File: src/rtl/lcs_pkg.sv
// Function
// - compose field selects OR, XOR, AND, priority
// - one compose method shared per layer
// - priority equals OR without flashing
// - layer one text or graphics; others graphics
// - block mode bit: 0 text, 1 graphics
// - layer-count bit: 0 two, 1 three when layer one is graphics
// - whole-screen pixel shift 0 to 7
// - 16-bit cursor address drives memory access
// - cursor changes only by write or increment
// - cursor read returns low then high byte
// - burst write stores then steps cursor
// - accesses continue from last stepped address
// - burst read prefetches and steps per read
// - cursor shown: read data two steps ahead
// - raster scan rows left to right, top down
// - graphics line start adds address pitch
// - text reuses row per bitmap line, then pitch
// - two-panel fetches upper and lower alternately
// - read cycle nine clocks, row chars plus one
// - line-end pause total minus row chars cycles
// - two-panel latch pulse after lower screen only
// - direction codes 4C right to 4F down
package lcs_pkg;
  localparam logic [7:0] LCS_CMD_ADDR_WRITE = 8'h46;
  localparam logic [7:0] LCS_CMD_ADDR_READ  = 8'h47;
  localparam logic [7:0] LCS_CMD_MEM_WRITE  = 8'h42;
  localparam logic [7:0] LCS_CMD_MEM_READ   = 8'h43;
  localparam logic [7:0] LCS_CMD_OVERLAY    = 8'h5B;
  localparam logic [7:0] LCS_CMD_HSCROLL    = 8'h5A;
  localparam logic [7:0] LCS_CMD_DIR_RIGHT  = 8'h4C;
  localparam logic [7:0] LCS_CMD_DIR_LEFT   = 8'h4D;
  localparam logic [7:0] LCS_CMD_DIR_UP     = 8'h4E;
  localparam logic [7:0] LCS_CMD_DIR_DOWN   = 8'h4F;
  localparam int LCS_OVL_MX_LO = 0;
  localparam int LCS_OVL_MX_HI = 1;
  localparam int LCS_OVL_DM1   = 2;
  localparam int LCS_OVL_DM2   = 3;
  localparam int LCS_OVL_OV    = 4;
  localparam logic [3:0] LCS_READ_CLKS   = 4'h9;
  localparam logic [1:0] LCS_COMP_OR     = 2'h0;
  localparam logic [1:0] LCS_COMP_XOR    = 2'h1;
  localparam logic [1:0] LCS_COMP_AND    = 2'h2;
  localparam logic [1:0] LCS_COMP_PRIO   = 2'h3;
  localparam logic [4:0] LCS_OVL_RESET   = 5'h00;
  localparam logic [15:0] LCS_ADDR_RESET = 16'h0000;

  typedef enum logic [1:0] {LCS_DIR_RIGHT, LCS_DIR_LEFT, LCS_DIR_UP, LCS_DIR_DOWN} lcs_dir_t;
  typedef enum logic [2:0] {LCS_H_IDLE, LCS_H_PARAM, LCS_H_RD_LO, LCS_H_RD_HI, LCS_H_MWR, LCS_H_MRD}
    lcs_host_st_t;
  typedef enum logic [1:0] {LCS_S_FETCH, LCS_S_PAUSE} lcs_scan_st_t;
endpackage
File: src/rtl/lcs_compose.sv
`timescale 1ns/10ps
module lcs_compose
  import lcs_pkg::*;
(
  input  wire logic       clk_sys,
  input  wire logic       rst_n,
  input  wire logic       pix_valid,
  input  wire logic [7:0] first_layer,
  input  wire logic [7:0] second_layer,
  input  wire logic [7:0] third_layer,
  input  wire logic [2:0] vis,
  input  wire logic [1:0] mode,
  output logic      [7:0] pix_out
);
  typedef struct packed {
    logic [7:0] pix;
  } lcs_comp_st_t;

  lcs_comp_st_t s_q, s_d;
  logic [7:0]   a, b, c;

  always_comb begin
    // layers blanked by flash gating drop out before merging
    a   = vis[0] ? first_layer  : 8'h00;
    b   = vis[1] ? second_layer : 8'h00;
    c   = vis[2] ? third_layer  : 8'h00;
    s_d = s_q;
    if (pix_valid) begin
      unique case (mode)
        LCS_COMP_OR:  s_d.pix = a | b | c;
        LCS_COMP_XOR: s_d.pix = (a ^ b) | c;
        LCS_COMP_AND: s_d.pix = (a & b) | c;
        // with all layers steady, topmost-lit wins equals the plain union
        LCS_COMP_PRIO: s_d.pix = a | (b & ~a) | (c & ~a & ~b);
      endcase
    end
  end

  always_ff @(posedge clk_sys or negedge rst_n) begin
    if (!rst_n) begin
      s_q <= '0;
    end else begin
      s_q <= s_d;
    end
  end

  assign pix_out = s_q.pix;
endmodule

File: src/rtl/lcs_ctrl.sv
`timescale 1ns/10ps
module lcs_ctrl
  import lcs_pkg::*;
#(
  parameter int FIFO_DEPTH = 4
) (
  input  wire logic        clk_sys,
  input  wire logic        rst_n,
  input  wire logic        cmd_valid,
  input  wire logic        cmd_is_cmd,
  input  wire logic [7:0]  cmd_data,
  output logic             cmd_ready,
  input  wire logic        rd_req,
  output logic             rd_valid,
  output logic      [7:0]  rd_data,
  input  wire logic [7:0]  chars_per_row,
  input  wire logic [7:0]  total_row_length,
  input  wire logic [15:0] address_pitch,
  input  wire logic [15:0] scan_start_addr,
  input  wire logic [15:0] lower_start_addr,
  input  wire logic [3:0]  char_rows,
  input  wire logic [7:0]  panel_lines,
  input  wire logic        two_panel,
  input  wire logic        cursor_on,
  input  wire logic [2:0]  layer_visible,
  output logic             mem_en,
  output logic             mem_we,
  output logic      [15:0] mem_addr,
  output logic      [7:0]  mem_wdata,
  input  wire logic [7:0]  mem_rdata,
  input  wire logic [7:0]  gfx_layer2_data,
  input  wire logic [7:0]  gfx_layer3_data,
  output logic      [7:0]  pixel_data,
  output logic             pixel_valid,
  output logic      [2:0]  pixel_shift,
  output logic      [3:0]  chargen_row,
  output logic             line_latch_pulse,
  output logic             lower_panel,
  output logic             block1_text,
  output logic             block3_text,
  output logic             layer3_active,
  output logic      [15:0] cursor_addr
);
  typedef struct packed {
    lcs_host_st_t hst;
    logic [7:0]   cmd;
    logic [1:0]   pcnt;
    logic [15:0]  csr;
    lcs_dir_t     dir;
    logic [4:0]   ovl;
    logic [2:0]   hshift;
    logic [7:0]   rbuf;
    logic         rvalid;
    logic         pf_pend;
    lcs_scan_st_t sst;
    logic [3:0]   clk_cnt;
    logic [7:0]   chr_cnt;
    logic [15:0]  line_start;
    logic [15:0] lower_start;
    logic [15:0]  scan_addr;
    logic [3:0]   crow;
    logic [7:0]   line_cnt;
    logic         lower;
    logic         lp;
    logic         mwr_pend;
    logic [15:0]  mwr_addr;
    logic [7:0]   mwr_data;
  } lcs_st_t;

  lcs_st_t     s_q, s_d;
  logic        wf_in_valid, wf_in_ready, wf_out_valid, wf_out_ready;
  logic [7:0]  wf_out_data;
  logic [15:0] step;
  logic        gfx_mode;
  logic        host_slot;
  logic        fetch_slot;

  // writes queue here so the host is only stalled when the display hogs memory
  lcs_fifo #(
    .WIDTH (8),
    .DEPTH (FIFO_DEPTH)
  ) u_wfifo (
    .clk_sys   (clk_sys),
    .rst_n     (rst_n),
    .in_valid  (wf_in_valid),
    .in_ready  (wf_in_ready),
    .in_data   (cmd_data),
    .out_valid (wf_out_valid),
    .out_ready (wf_out_ready),
    .out_data  (wf_out_data)
  );

  lcs_compose u_compose (
    .clk_sys      (clk_sys),
    .rst_n        (rst_n),
    .pix_valid    (fetch_slot),
    .first_layer  (mem_rdata),
    .second_layer (gfx_layer2_data),
    .third_layer  (layer3_active ? gfx_layer3_data : 8'h00),
    .vis          (layer_visible),
    .mode         (s_q.ovl[LCS_OVL_MX_HI:LCS_OVL_MX_LO]),
    .pix_out      (pixel_data)
  );

  always_comb begin
    unique case (s_q.dir)
      LCS_DIR_RIGHT: step = 16'h0001;
      LCS_DIR_LEFT:  step = 16'hFFFF;
      LCS_DIR_UP:    step = 16'h0000 - address_pitch;
      LCS_DIR_DOWN:  step = address_pitch;
    endcase
  end

  assign gfx_mode      = s_q.ovl[LCS_OVL_DM1];
  assign block1_text   = !s_q.ovl[LCS_OVL_DM1];
  assign block3_text   = !s_q.ovl[LCS_OVL_DM2];
  // text on the first layer leaves the third unused
  assign layer3_active = s_q.ovl[LCS_OVL_OV] && gfx_mode;
  // display owns memory on the first clock of each fetch cycle; host uses the rest
  assign fetch_slot    = (s_q.sst == LCS_S_FETCH) && (s_q.clk_cnt == 4'h0);
  assign host_slot     = !fetch_slot;
  assign wf_in_valid   = cmd_valid && !cmd_is_cmd && (s_q.hst == LCS_H_MWR);
  assign wf_out_ready  = host_slot;
  assign cmd_ready     = (wf_in_valid) ? wf_in_ready : 1'b1;
  assign rd_valid      = s_q.rvalid;
  assign rd_data       = s_q.rbuf;
  assign pixel_shift   = s_q.hshift;
  assign chargen_row   = s_q.crow;
  assign line_latch_pulse = s_q.lp;
  assign lower_panel   = s_q.lower;
  assign cursor_addr   = s_q.csr;

  always_comb begin
    mem_en    = 1'b0;
    mem_we    = 1'b0;
    mem_addr  = s_q.scan_addr;
    mem_wdata = wf_out_data;
    if (fetch_slot) begin
      mem_en   = 1'b1;
      mem_addr = s_q.scan_addr;
    end else if (wf_out_valid) begin
      mem_en   = 1'b1;
      mem_we   = 1'b1;
      mem_addr = s_q.csr;
    end else if (s_q.pf_pend) begin
      mem_en   = 1'b1;
      // a visible cursor reads ahead by two steps
      mem_addr = cursor_on ? s_q.csr + step + step : s_q.csr;
    end
  end

  always_comb begin
    s_d        = s_q;
    s_d.lp     = 1'b0;
    // host command port
    if (cmd_valid && cmd_is_cmd) begin
      s_d.cmd    = cmd_data;
      s_d.pcnt   = 2'h0;
      s_d.hst    = LCS_H_IDLE;
      s_d.rvalid = 1'b0;
      // a new command abandons a prefetch still in flight so it cannot overwrite the buffer
      s_d.pf_pend = 1'b0;
      unique case (cmd_data)
        LCS_CMD_ADDR_WRITE, LCS_CMD_OVERLAY, LCS_CMD_HSCROLL: s_d.hst = LCS_H_PARAM;
        LCS_CMD_ADDR_READ: begin
          s_d.hst    = LCS_H_RD_LO;
          s_d.rbuf   = s_q.csr[7:0];
          s_d.rvalid = 1'b1;
        end
        LCS_CMD_MEM_WRITE: s_d.hst = LCS_H_MWR;
        LCS_CMD_MEM_READ: begin
          s_d.hst     = LCS_H_MRD;
          s_d.pf_pend = 1'b1;
        end
        LCS_CMD_DIR_RIGHT: s_d.dir = LCS_DIR_RIGHT;
        LCS_CMD_DIR_LEFT:  s_d.dir = LCS_DIR_LEFT;
        LCS_CMD_DIR_UP:    s_d.dir = LCS_DIR_UP;
        LCS_CMD_DIR_DOWN:  s_d.dir = LCS_DIR_DOWN;
        default: s_d.hst = LCS_H_IDLE;
      endcase
    end else if (cmd_valid && s_q.hst == LCS_H_PARAM) begin
      unique case (s_q.cmd)
        LCS_CMD_ADDR_WRITE: begin
          if (s_q.pcnt == 2'h0) begin
            s_d.csr[7:0] = cmd_data;
            s_d.pcnt     = 2'h1;
          end else begin
            s_d.csr[15:8] = cmd_data;
            s_d.hst       = LCS_H_IDLE;
          end
        end
        LCS_CMD_OVERLAY: begin
          s_d.ovl = cmd_data[4:0];
          s_d.hst = LCS_H_IDLE;
        end
        LCS_CMD_HSCROLL: begin
          s_d.hshift = cmd_data[2:0];
          s_d.hst    = LCS_H_IDLE;
        end
        default: s_d.hst = LCS_H_IDLE;
      endcase
    end
    if (rd_req && s_q.rvalid) begin
      unique case (s_q.hst)
        LCS_H_RD_LO: begin
          s_d.rbuf = s_q.csr[15:8];
          s_d.hst  = LCS_H_RD_HI;
        end
        LCS_H_MRD: begin
          s_d.rvalid  = 1'b0;
          s_d.csr     = s_q.csr + step;
          s_d.pf_pend = 1'b1;
        end
        default: begin
          s_d.rvalid = 1'b0;
          s_d.hst    = LCS_H_IDLE;
        end
      endcase
    end
    // memory side of host traffic
    if (host_slot && wf_out_valid) begin
      s_d.csr = s_q.csr + step;
    end else if (host_slot && s_q.pf_pend && !(cmd_valid && cmd_is_cmd)) begin
      s_d.pf_pend = 1'b0;
      s_d.rbuf    = mem_rdata;
      s_d.rvalid  = (s_q.hst == LCS_H_MRD);
    end
    // display scan
    if (s_q.clk_cnt == LCS_READ_CLKS - 4'h1) begin
      s_d.clk_cnt = 4'h0;
      s_d.chr_cnt = s_q.chr_cnt + 8'h01;
      if (s_q.sst == LCS_S_FETCH) begin
        s_d.scan_addr = s_q.scan_addr + 16'h0001;
        if (s_q.chr_cnt == chars_per_row) begin
          s_d.sst = LCS_S_PAUSE;
        end
      end
      if (s_q.chr_cnt == total_row_length) begin
        s_d.chr_cnt = 8'h00;
        s_d.sst     = LCS_S_FETCH;
        if (two_panel && !s_q.lower) begin
          s_d.lower     = 1'b1;
          s_d.scan_addr = s_q.lower_start;
        end else begin
          s_d.lower = 1'b0;
          s_d.lp    = 1'b1;
          if (!gfx_mode && s_q.crow != char_rows) begin
            s_d.crow = s_q.crow + 4'h1;
          end else begin
            s_d.crow        = 4'h0;
            s_d.line_start  = s_q.line_start + address_pitch;
            s_d.lower_start = s_q.lower_start + address_pitch;
          end
          s_d.line_cnt = s_q.line_cnt + 8'h01;
          if (s_q.line_cnt == panel_lines) begin
            s_d.line_cnt    = 8'h00;
            s_d.crow        = 4'h0;
            s_d.line_start  = scan_start_addr;
            s_d.lower_start = lower_start_addr;
          end
          s_d.scan_addr = (!gfx_mode && s_q.crow != char_rows && s_q.line_cnt != panel_lines)
                          ? s_q.line_start : s_d.line_start;
        end
      end
    end else begin
      s_d.clk_cnt = s_q.clk_cnt + 4'h1;
    end
  end

  assign pixel_valid = fetch_slot;

  always_ff @(posedge clk_sys or negedge rst_n) begin
    if (!rst_n) begin
      s_q     <= '0;
      s_q.ovl <= LCS_OVL_RESET;
      s_q.csr <= LCS_ADDR_RESET;
    end else begin
      s_q <= s_d;
    end
  end
endmodule

File: src/rtl/lcs_fifo.sv
`timescale 1ns/10ps
module lcs_fifo #(
  parameter int WIDTH = 8,
  parameter int DEPTH = 4
) (
  input  wire logic             clk_sys,
  input  wire logic             rst_n,
  input  wire logic             in_valid,
  output logic                  in_ready,
  input  wire logic [WIDTH-1:0] in_data,
  output logic                  out_valid,
  input  wire logic             out_ready,
  output logic      [WIDTH-1:0] out_data
);
  localparam int AW = $clog2(DEPTH);

  typedef struct packed {
    logic [DEPTH-1:0][WIDTH-1:0] mem;
    logic [AW-1:0]               wp;
    logic [AW-1:0]               rp;
    logic [AW:0]                 cnt;
  } lcs_fifo_st_t;

  lcs_fifo_st_t s_q, s_d;
  logic         push, pop;

  assign in_ready  = (s_q.cnt != (AW+1)'(DEPTH));
  assign out_valid = (s_q.cnt != '0);
  assign out_data  = s_q.mem[s_q.rp];
  assign push      = in_valid && in_ready;
  assign pop       = out_valid && out_ready;

  always_comb begin
    s_d = s_q;
    if (push) begin
      s_d.mem[s_q.wp] = in_data;
      s_d.wp          = (s_q.wp == AW'(DEPTH-1)) ? '0 : s_q.wp + AW'(1);
    end
    if (pop) begin
      s_d.rp = (s_q.rp == AW'(DEPTH-1)) ? '0 : s_q.rp + AW'(1);
    end
    if (push && !pop) begin
      s_d.cnt = s_q.cnt + (AW+1)'(1);
    end else if (pop && !push) begin
      s_d.cnt = s_q.cnt - (AW+1)'(1);
    end
  end

  always_ff @(posedge clk_sys or negedge rst_n) begin
    if (!rst_n) begin
      s_q <= '0;
    end else begin
      s_q <= s_d;
    end
  end
endmodule

File: config.mk
export PLATFORM = sky130hd
export DESIGN_NAME = lcs_ctrl
export DESIGN_NICKNAME = d
export VERILOG_FILES = /design/src/rtl/lcs_pkg.sv /design/src/rtl/lcs_compose.sv /design/src/rtl/lcs_ctrl.sv /design/src/rtl/lcs_fifo.sv
export SDC_FILE = /design/constraint.sdc
export NUM_CORES = 1
export LEC_CHECK = 0
export ABC_AREA = 0
export BUFFER_PORTS_ARGS = -buffer_cell sky130_fd_sc_hd__buf_2
export CORE_ASPECT_RATIO = 0.6
export CORE_MARGIN = 2
export CORE_UTILIZATION = 57
export CTS_CLUSTER_DIAMETER = 80
export DETAILED_ROUTE_END_ITERATION = 7
export HOLD_SLACK_MARGIN = 0.05
export MAX_ROUTING_LAYER = met4
export PLACE_DENSITY = 0.76
export SLEW_MARGIN = 20
export SYNTH_ARGS = -nofsm -noshare
export SYNTH_HDL_FRONTEND = slang
export SYNTH_SLANG_ARGS = --single-unit
export TNS_END_PERCENT = 1
File: constraint.sdc
create_clock -name clk_sys -period 14.2 [get_ports clk_sys]
set_input_delay 2.84 -clock clk_sys [delete_from_list [all_inputs] [get_ports clk_sys]]
set_output_delay 2.84 -clock clk_sys [all_outputs]
set_load 0.02 [all_outputs]
==> results by group, run 1 <==
Setup path
  • Slowest cell on the critical path: fa_1
  • Setup CP Type: in -> out
  • Startpoint Class: input pin
  • CP required: 11360 ps
  • Worst Path Arrival: 8500 ps
  • CP top delay family: adder cells
  • Critical path buffer and inverter count: 4
  • Worst reg-to-reg setup slack: 9220 ps
  • Max incr delay on CP: 450 ps
  • CP max FO: 8
  • CP endpoint kind: primary output

Clocking
  • CTS Buf Count: 17
  • Post-CTS Setup Bufs: 0
  • Clock sinks: 170
  • Worst-Skew Late Latency: 440 ps
  • CTS Root Cell: clkbuf_16
  • CTS-repair resized insts: 0
  • H-tree depth: 4
  • Clk buf depth: 2
  • Worst-path clk slew: 70 ps
  • # hold bufs at CTS: 0
  • CTS tree: yes

STA
  • Least-Margin Pin Slew: 1030 ps
  • Final slew viol count: 0
  • Final hold violation count: 0
  • Final min period: 11340 ps
  • Hold_ws: 486 ps
  • Setup TNS: 0 ps
  • Fmax: 88.2 MHz
  • RSZ-0062 raised after global routing: no
  • Worst rel slew slack: 0.311
  • Setup violators final: 0
  • Final period utilization: 0.798
  • Setup Skew: 12.0 ps

Place
  • Routability cong.: 0.998
  • Port Buffers: 190
  • Post-placement cell area: 0.0142 mm^2
  • Final HPWL DP: 32.9 mm

Synthesis
  • Synth warn: 0
  • Most used DFF post-synth: dfrtp_1
  • Post-synthesis cell area: 0.0132 mm^2
  • Fraction of registers with async set/reset: 1.00
  • Area leader, netlist: dfrtp_1
  • Commonest cells post-synth: nand2_1 (184), dfrtp_1 (170), o21ai_0 (140)
  • Seq cells post-synth: 170
  • Sequential cell area fraction in the yosys report: 0.322
  • Most numerous cell in the Yosys netlist: nand2_1
  • Synth top area share: 0.322
  • Synthesized net count: 1760
  • Syn Area/Cell: 8.48 um^2
  • Synthesized instance count: 1557
  • Number of synthesized flops with an enable pin: 0
  • Ranking of synthesized cells by area: dfrtp_1 (32%), ha_1 (7.6%), o21ai_0 (5.3%)
  • Yosys cell types: 96

Final layout
  • P&R area growth vs syn: 12.0%
  • Cell area after layout: 0.0148 mm^2
  • Nets: 1878
  • Fraction of layout cells with a size suffix above 1: 0.193
  • Filler Cells Inserted: 1969

Floorplanning
  • Die height: 122 um
  • Die X: 201 um
  • I/O pins: 191
  • Num rows: 43
  • Initial Utilization: 0.576
  • Die area: 0.0244 mm^2
  • Core area: 0.0229 mm^2

Power and ir drop
  • P per Cell Area: 142 mW/mm^2
  • Leakage: 6.92 nW
  • Max IR drop VDD: 0.000118 V
  • Final total power: 2.11 mW

Detailed routing
  • Antenna-violating nets left: 0
  • Drt pass-1 iters: 6
  • DR DRC count: 0
  • Vias: 12700
  • DRT Wirelength: 42.9 mm
  • Via density: 6.36
  • DRT iter0 DRCs: 1629
  • Mean routed wirelength per cell: 21.4 um

Run
  • Max-Cap Viols: 0

GRT
  • Overflow after GRT: 0
  • Initial antenna violation count: 1
  • Vias in the first global route: 11400
  • Tot GR Track Use: 0.364
  • First-pass GRT wire length: 66.1 mm
  • Largest net degree at the start of global routing: 94

Hold path
  • Hold crit path type: reg -> reg

Run status
  • Status: complete, no violations
==> routing by layer <==
layer | global-route usage | vias to the layer above | wire length (um)
met2 | 0.442 | 715 | 15700
met4 | 0.0657 | 0 | 438
met5 | - | - | 0
met3 | 0.128 | 47 | 6510
met1 | 0.563 | 6142 | 20200
li1 | - | 5835 | -
==> placed cells by master, fill, tap and decap left out, types with 40 or more instances in the layout <==
cell type / instances
nand2_1: 184
buf_2: 189
mux2_2: 51
inv_1: 72
xnor2_1: 55
ha_1: 80
o21ai_0: 138
dfrtp_1: 170
a21oi_1: 95
nand3_1: 40
nor2_1: 123
==> cells by family after synthesis <==
family / after synthesis / synth area share
flip-flops: 170 / 0.322
buffers and inverters: 178 / 0.0598
multiplexers: 91 / 0.0818
AND/OR/NAND/NOR: 504 / 0.180
adder cells (fa/ha/maj): 90 / 0.0875
AO/OA/AOI/OAI: 439 / 0.212
XOR/XNOR: 85 / 0.0564
==> through the flow <==
step           setup slack, ps  cells  utilization
5_1_grt                   2570   2003        0.645
4_1_cts                   2910   2002        0.645
2_1_floorplan             3840   1557            -
3_5_place_dp              2950   1971        0.617
3_3_place_gp              3090   1971        0.617
6_report                  2860   2003        0.645
==> final timing paths <==
check	startpoint	end	depth (start not counted)
max in group asynchronous	rst_n	u_wfifo.s_q[27]$_DFFE_PN0P_	2
worst max register to register	s_q[119]$_DFFE_PN0P_	cursor_addr[15]$_DFF_PN0_	14
min in group asynchronous	rst_n	u_compose.pix_out[6]$_DFFE_PN0P_	1
worst max-delay path	address_pitch[1]	mem_addr[15]	28
worst min-delay path	s_q[140]$_DFFE_PN0P_	s_q[140]$_DFFE_PN0P_	2
worst min register to register	s_q[140]$_DFFE_PN0P_	s_q[140]$_DFFE_PN0P_	2
==> flip-flops by register name (all words and copies together) (netlist names), 3 cells and up <==
register,cells
u_compose.pix_out,8
pixel_shift,3
s_q,88
u_wfifo.s_q,39
chargen_row,4
cursor_addr,16
rd_data,8
==> layout make-up <==
type / count / area (um^2) / area share
diodes: 1 / 2.50 / 0.000169
well taps: 315 / 394 / 0.0267
multi-input cells: 1209 / 8180 / 0.553
repair buffers: 202 / 1050 / 0.0708
flip-flops and latches: 170 / 4250 / 0.288
inverters: 75 / 282 / 0.0190
clock buffers: 17 / 425 / 0.0288
clock inverters: 14 / 208 / 0.0140
==> worst min-delay path: stages, from the launching register on <==
cell,delay (ps)
dfrtp_1,340
nand2_1,60
nand2_1,60
==> power by group <==
part | switching [mW] | internal, mW | total (mW)
combinational | 0.592 | 0.362 | 0.954
clock | 0.226 | 0.285 | 0.511
sequential | 0.116 | 0.525 | 0.641
Power figures use the tool's default switching activity.
==> inputs of run 2 (changes only) <==
==> constraint.sdc (replaced) <==
create_clock -name clk_sys -period 11 [get_ports clk_sys]
set_input_delay 2.2 -clock clk_sys [delete_from_list [all_inputs] [get_ports clk_sys]]
set_output_delay 2.2 -clock clk_sys [all_outputs]
set_load 0.02 [all_outputs]
==> run 2 against run 1 <==
  * Clock power is 30% higher
  * Die area stayed put
  * Critical endpoint unchanged
  * Critical path type unchanged
  * Combinational power is 29% higher
  * Largest cell class unchanged
  * Routed wire length is 0.37% lower
  * Sequential share of layout area hardly changed
==> results by group, run 2 (synthesis results as in run 1) <==
Setup path
  • CP required: 8800 ps
  • Capturing point of the worst reg2reg path: cursor_addr[15]$_DFF_PN0_
  • Worst reg-to-reg setup slack: 5880 ps
  • CP endpoint kind: primary output
  • Worst Path Arrival: 7880 ps
  • R2r startpoint: s_q[119]$_DFFE_PN0P_
  • Setup CP Type: in -> out
  • Startpoint Class: input pin
  • Worst r2r path cells: 14
  • CP max FO: 8
  • CP Launch Point: address_pitch[1]

Clocking
  • # hold bufs at CTS: 0
  • Worst-path clk slew: 70 ps
  • CTS-repair resized insts: 0
  • Clk buf depth: 2
  • CTS Root Cell: clkbuf_16
  • Post-CTS Setup Bufs: 0
  • CTS Buf Count: 17
  • Worst-Skew Late Latency: 450 ps
  • CTS tree: yes
  • Clock sinks: 170
  • H-tree depth: 4

Power and ir drop
  • Sw frac: 0.441
  • Clk network pwr share: 0.244
  • P per Cell Area: 184 mW/mm^2
  • Max IR drop VDD: 0.000152 V
  • Comb power frac: 0.452
  • Sw power: 1.20 mW
  • Seq pwr share: 0.304
  • Cell Int Power: 1.52 mW
  • Final total power: 2.72 mW
  • Leakage: 6.92 nW

Final layout
  • Fraction of layout cells with a size suffix above 1: 0.193
  • Largest register FFs: 88
  • Nets: 1877
  • Area of the multi-input gates: 0.00818 mm^2
  • Biggest register: s_q
  • Ant diodes: 0
  • Cell area after layout: 0.0148 mm^2
  • Filler Cells Inserted: 1987
  • P&R area growth vs syn: 12.0%
  • Commonest non-fill, non-tap cells in the layout: buf_2 (189), nand2_1 (184), dfrtp_1 (170), o21ai_0 (138), nor2_1 (123)
  • Most common cell after layout, fill and taps aside: buf_2
  • Reg area: 0.00425 mm^2

STA
  • Setup violators final: 0
  • Setup Skew: 12.7 ps
  • Final min period: 10080 ps
  • RSZ-0062 raised after global routing: no
  • Final period utilization: 0.917
  • Final hold violation count: 0
  • Final slew viol count: 0
  • Least-Margin Pin Slew: 1050 ps
  • Post-route setup slack: 916 ps
  • Fmax: 99.2 MHz
  • Worst rel slew slack: 0.300
  • Setup TNS: 0 ps

Detailed routing
  • Via density: 6.32
  • Mean routed wirelength per cell: 21.3 um
  • Drt pass-1 iters: 8
  • DRT iter0 DRCs: 1457
  • Vias: 12700
  • Antenna-violating nets left: 0
  • DRT Wirelength: 42.7 mm
  • DR DRC count: 0

Place
  • Place WS: 1010 ps
  • Post-placement cell area: 0.0141 mm^2
  • Routability cong.: 1.00
  • Port Buffers: 190
  • Final HPWL DP: 32.9 mm

Floorplanning
  • Die X: 201 um
  • Core area: 0.0229 mm^2
  • Initial Utilization: 0.576
  • I/O pins: 191
  • Die area: 0.0244 mm^2
  • Die height: 122 um
  • Num rows: 43

GRT
  • Largest net degree at the start of global routing: 95
  • Overflow after GRT: 0
  • First-pass GRT wire length: 65.8 mm
  • Initial antenna violation count: 0
  • Tot GR Track Use: 0.362
  • Vias in the first global route: 11400

Hold path
  • Hold Path End: s_q[95]$_DFF_PN0_
  • Hold crit path type: reg -> reg
  • Hold path start: s_q[95]$_DFF_PN0_
  • Hold Path Cell Cnt: 1

Run status
  • Status: complete, no violations

Run
  • Max-Cap Viols: 0
-- run 2: how the worst max path moves through the flow --
stage,slack [ps],to
2_1_floorplan,1920,mem_addr[15]
3_3_place_gp,1170,mem_addr[15]
3_5_place_dp,1010,mem_addr[15]
4_1_cts,980,mem_addr[15]
5_1_grt,620,mem_addr[15]
6_report,920,mem_addr[15]
-- run 2: worst max-delay path, cell delays in order --
cell	delay (ps)
buf_2	190
inv_1	120
ha_1	290
nand2_1	40
nand2_1	90
o21a_1	180
inv_1	110
fa_1	460
nor2b_1	160
o21ai_0	90
a31oi_1	330
a211o_1	240
nand2_1	80
maj3_2	310
maj3_2	340
maj3_2	320
o21ai_2	240
a2111oi_1	150
o31ai_2	270
xor2_1	240
ha_1	300
o21ai_0	140
nand3b_1	110
mux2_4	280
nand4_2	90
mux2i_1	80
a221o_1	270
buf_2	160
-- run 2: cell type report --
type                            count  area share
Timing Repair Buffer              201      0.0703
Multi-Input combinational cell   1209       0.553
Tap cell                          315      0.0267
Sequential cell                   170       0.288
Clock buffer                       18      0.0297
Inverter                           75      0.0190
Clock inverter                     14      0.0135
-- run 2: metal layers --
metal | GRT usage | wire length [um] | vias to the layer above
li1 | - | - | 5813
met2 | 0.451 | 15900 | 755
met1 | 0.528 | 19500 | 6054
met5 | - | 0 | -
met4 | 0.0648 | 358 | 0
met3 | 0.167 | 7050 | 30
-- run 2: through the flow --
| stage | hold slack (ps) | util | instances |
|---|---|---|---|
| global placement | 456 | 0.617 | 1970 |
| floorplan | 437 | - | 1557 |
| finish | 489 | 0.645 | 2002 |
| CTS | 487 | 0.645 | 2002 |
| global route | 521 | 0.645 | 2002 |
| detailed placement | 472 | 0.617 | 1970 |
-- run 2: power groups by stage --
| stage | sequential [mW] | combinational [mW] | clock [mW] |
|---|---|---|---|
| floorplan | 0.736 | 0.896 | 0 |
| global placement | 0.828 | 1.17 | 0 |
| detailed placement | 0.831 | 1.19 | 0 |
| CTS | 0.819 | 1.19 | 0.669 |
| global route | 0.833 | 1.33 | 0.692 |
| finish | 0.826 | 1.23 | 0.663 |
==> inputs of run 3 (changes only) <==
--- a/config.mk
+++ b/config.mk
@@ -9,12 +9,12 @@
 export BUFFER_PORTS_ARGS = -buffer_cell sky130_fd_sc_hd__buf_2
 export CORE_ASPECT_RATIO = 0.6
 export CORE_MARGIN = 2
-export CORE_UTILIZATION = 57
+export CORE_UTILIZATION = 40
 export CTS_CLUSTER_DIAMETER = 80
 export DETAILED_ROUTE_END_ITERATION = 7
 export HOLD_SLACK_MARGIN = 0.05
 export MAX_ROUTING_LAYER = met4
-export PLACE_DENSITY = 0.76
+export PLACE_DENSITY = 0.55
 export SLEW_MARGIN = 20
 export SYNTH_ARGS = -nofsm -noshare
 export SYNTH_HDL_FRONTEND = slang
==> run 3 against run 2 <==
  * Critical path depth did not move
  * Combinational power barely moved
  * First-iteration DRC count down 19%
  * Total power decreased by 1.7%
  * Highest routed layer unchanged
  * Core utilization decreased by 19 points
  * Clock skew is 2.5 ps higher
  * Global-route usage down 10 points
  * Register-to-register slack about the same
  * Maximum frequency grew 0.85%
  * Design area is 0.87% higher
==> results by group, run 3 (synthesis results as in run 1) <==
Run status
  • Status: complete, no violations

Detailed routing
  • Drt pass-1 iters: 6
  • Vias: 12300
  • DRT Wirelength: 43.6 mm
  • Mean routed wirelength per cell: 20.6 um
  • DRT iter0 DRCs: 1177
  • Via density: 5.79
  • DR DRC count: 0
  • Antenna-violating nets left: 0

Clocking
  • CTS-repair resized insts: 0
  • Clock sinks: 170
  • Worst-path clk slew: 70 ps
  • CTS tree: yes
  • Worst-Skew Late Latency: 460 ps
  • # hold bufs at CTS: 0
  • Post-CTS Setup Bufs: 0
  • CTS Buf Count: 17
  • CTS Root Cell: clkbuf_16
  • H-tree depth: 4
  • Clk buf depth: 2

Final layout
  • Largest register FFs: 88
  • P&R area growth vs syn: 12.9%
  • Most common cell after layout, fill and taps aside: buf_2
  • Non-Filler Instances: 2115
  • Nets: 1879
  • Filler Cells Inserted: 3161
  • Fraction of layout cells with a size suffix above 1: 0.192
  • Biggest register: s_q
  • Commonest non-fill, non-tap cells in the layout: buf_2 (189), nand2_1 (184), dfrtp_1 (170), o21ai_0 (139), nor2_1 (123)

Place
  • Port Buffers: 190
  • Final HPWL DP: 33.5 mm
  • Routability cong.: 0.890
  • Placed insts: 2081

GRT
  • Tot GR Track Use: 0.262
  • Initial antenna violation count: 4
  • First-pass GRT wire length: 67.0 mm
  • Vias in the first global route: 11300
  • Overflow after GRT: 0
  • Largest net degree at the start of global routing: 70

Floorplanning
  • Num rows: 51
  • Die area: 0.0345 mm^2
  • Initial Utilization: 0.407
  • Die height: 145 um
  • I/O pins: 191
  • Core area: 0.0325 mm^2
  • Die X: 239 um

STA
  • RSZ-0062 raised after global routing: no
  • Final period utilization: 0.909
  • Setup TNS: 0 ps
  • Fmax: 100 MHz
  • Least-Margin Pin Slew: 1110 ps
  • Setup Skew: 15.2 ps
  • Final slew viol count: 0
  • Final min period: 10000 ps
  • Worst rel slew slack: 0.256
  • Setup violators final: 0
  • Final hold violation count: 0

Setup path
  • CP max FO: 8
  • CP endpoint kind: primary output
  • CP required: 8800 ps
  • Slowest cell on the critical path: fa_1
  • Max incr delay on CP: 440 ps
  • Worst reg-to-reg setup slack: 5880 ps
  • Startpoint Class: input pin
  • Worst Path Arrival: 7800 ps
  • Setup CP Type: in -> out

Power and ir drop
  • Clk network pwr share: 0.243
  • Leakage: 6.91 nW
  • P per Cell Area: 179 mW/mm^2
  • Sw power: 1.17 mW
  • Sw frac: 0.436
  • Comb power frac: 0.452
  • Seq pwr share: 0.305
  • Cell Int Power: 1.51 mW
  • Max IR drop VDD: 0.000132 V

Hold path
  • Hold crit path type: reg -> reg

Run
  • Max-Cap Viols: 0
## run 3: cell count changes in the layout (fill, tap and decap cells not counted), sizes merged
cell,change
diode,+2
inv,-2
buf,+2
clkbuf,+1
clkinvlp,+1
## run 3: metal layers
layer | routed length (um) | track usage
met5 | 0 | -
met4 | 544 | 0.0493
met3 | 3210 | 0.0505
met2 | 17200 | 0.349
met1 | 22700 | 0.405
## run 3: path summary, 6_finish.rpt
path	cells past startpoint	endpoint	from
worst min register to register	1	s_q[95]$_DFF_PN0_	s_q[95]$_DFF_PN0_
worst max-delay path	28	mem_addr[15]	address_pitch[1]
min in group asynchronous	1	s_q[141]$_DFFE_PN0P_	rst_n
max in group asynchronous	2	s_q[52]$_DFFE_PN0P_	rst_n
worst min-delay path	1	s_q[95]$_DFF_PN0_	s_q[95]$_DFF_PN0_
worst max register to register	14	cursor_addr[15]$_DFF_PN0_	s_q[119]$_DFFE_PN0P_
## run 3: stage by stage
stage	util	power [mW]	hold slack, ps	area, um^2	worst slack [ps]
6_report	0.459	2.67	495	14900	1000
5_1_grt	0.459	2.83	518	14900	606
4_1_cts	0.459	2.67	496	14900	1040
3_5_place_dp	0.440	2.02	483	14300	1060
3_3_place_gp	0.440	2.01	454	14300	1150
2_1_floorplan	-	1.63	437	13200	1920
## run 3: layout make-up
class | count | area [um^2] | area share
Tap cell | 424 | 531 | 0.0356
Timing Repair Buffer | 203 | 1050 | 0.0707
Clock buffer | 19 | 433 | 0.0290
Antenna cell | 2 | 5.00 | 0.000336
Sequential cell | 170 | 4250 | 0.285
Clock inverter | 13 | 178 | 0.0119
Inverter | 75 | 282 | 0.0189
Multi-Input combinational cell | 1209 | 8180 | 0.548
## run 3: critical path: cells and delay by family
family / cells / cell delay (ps)
AO/OA/AOI/OAI: 9 / 1900
buffers and inverters: 4 / 550
adder cells (fa/ha/maj): 6 / 1980
multiplexers: 2 / 350
AND/OR/NAND/NOR: 6 / 560
XOR/XNOR: 1 / 230
## run 3: power groups by stage
| stage | logic, mW | clock network [mW] | registers, mW |
|---|---|---|---|
| floorplan | 0.896 | 0 | 0.736 |
| global placement | 1.18 | 0 | 0.824 |
| detailed placement | 1.19 | 0 | 0.825 |
| CTS | 1.20 | 0.660 | 0.813 |
| global route | 1.32 | 0.687 | 0.823 |
| finish | 1.21 | 0.648 | 0.814 |
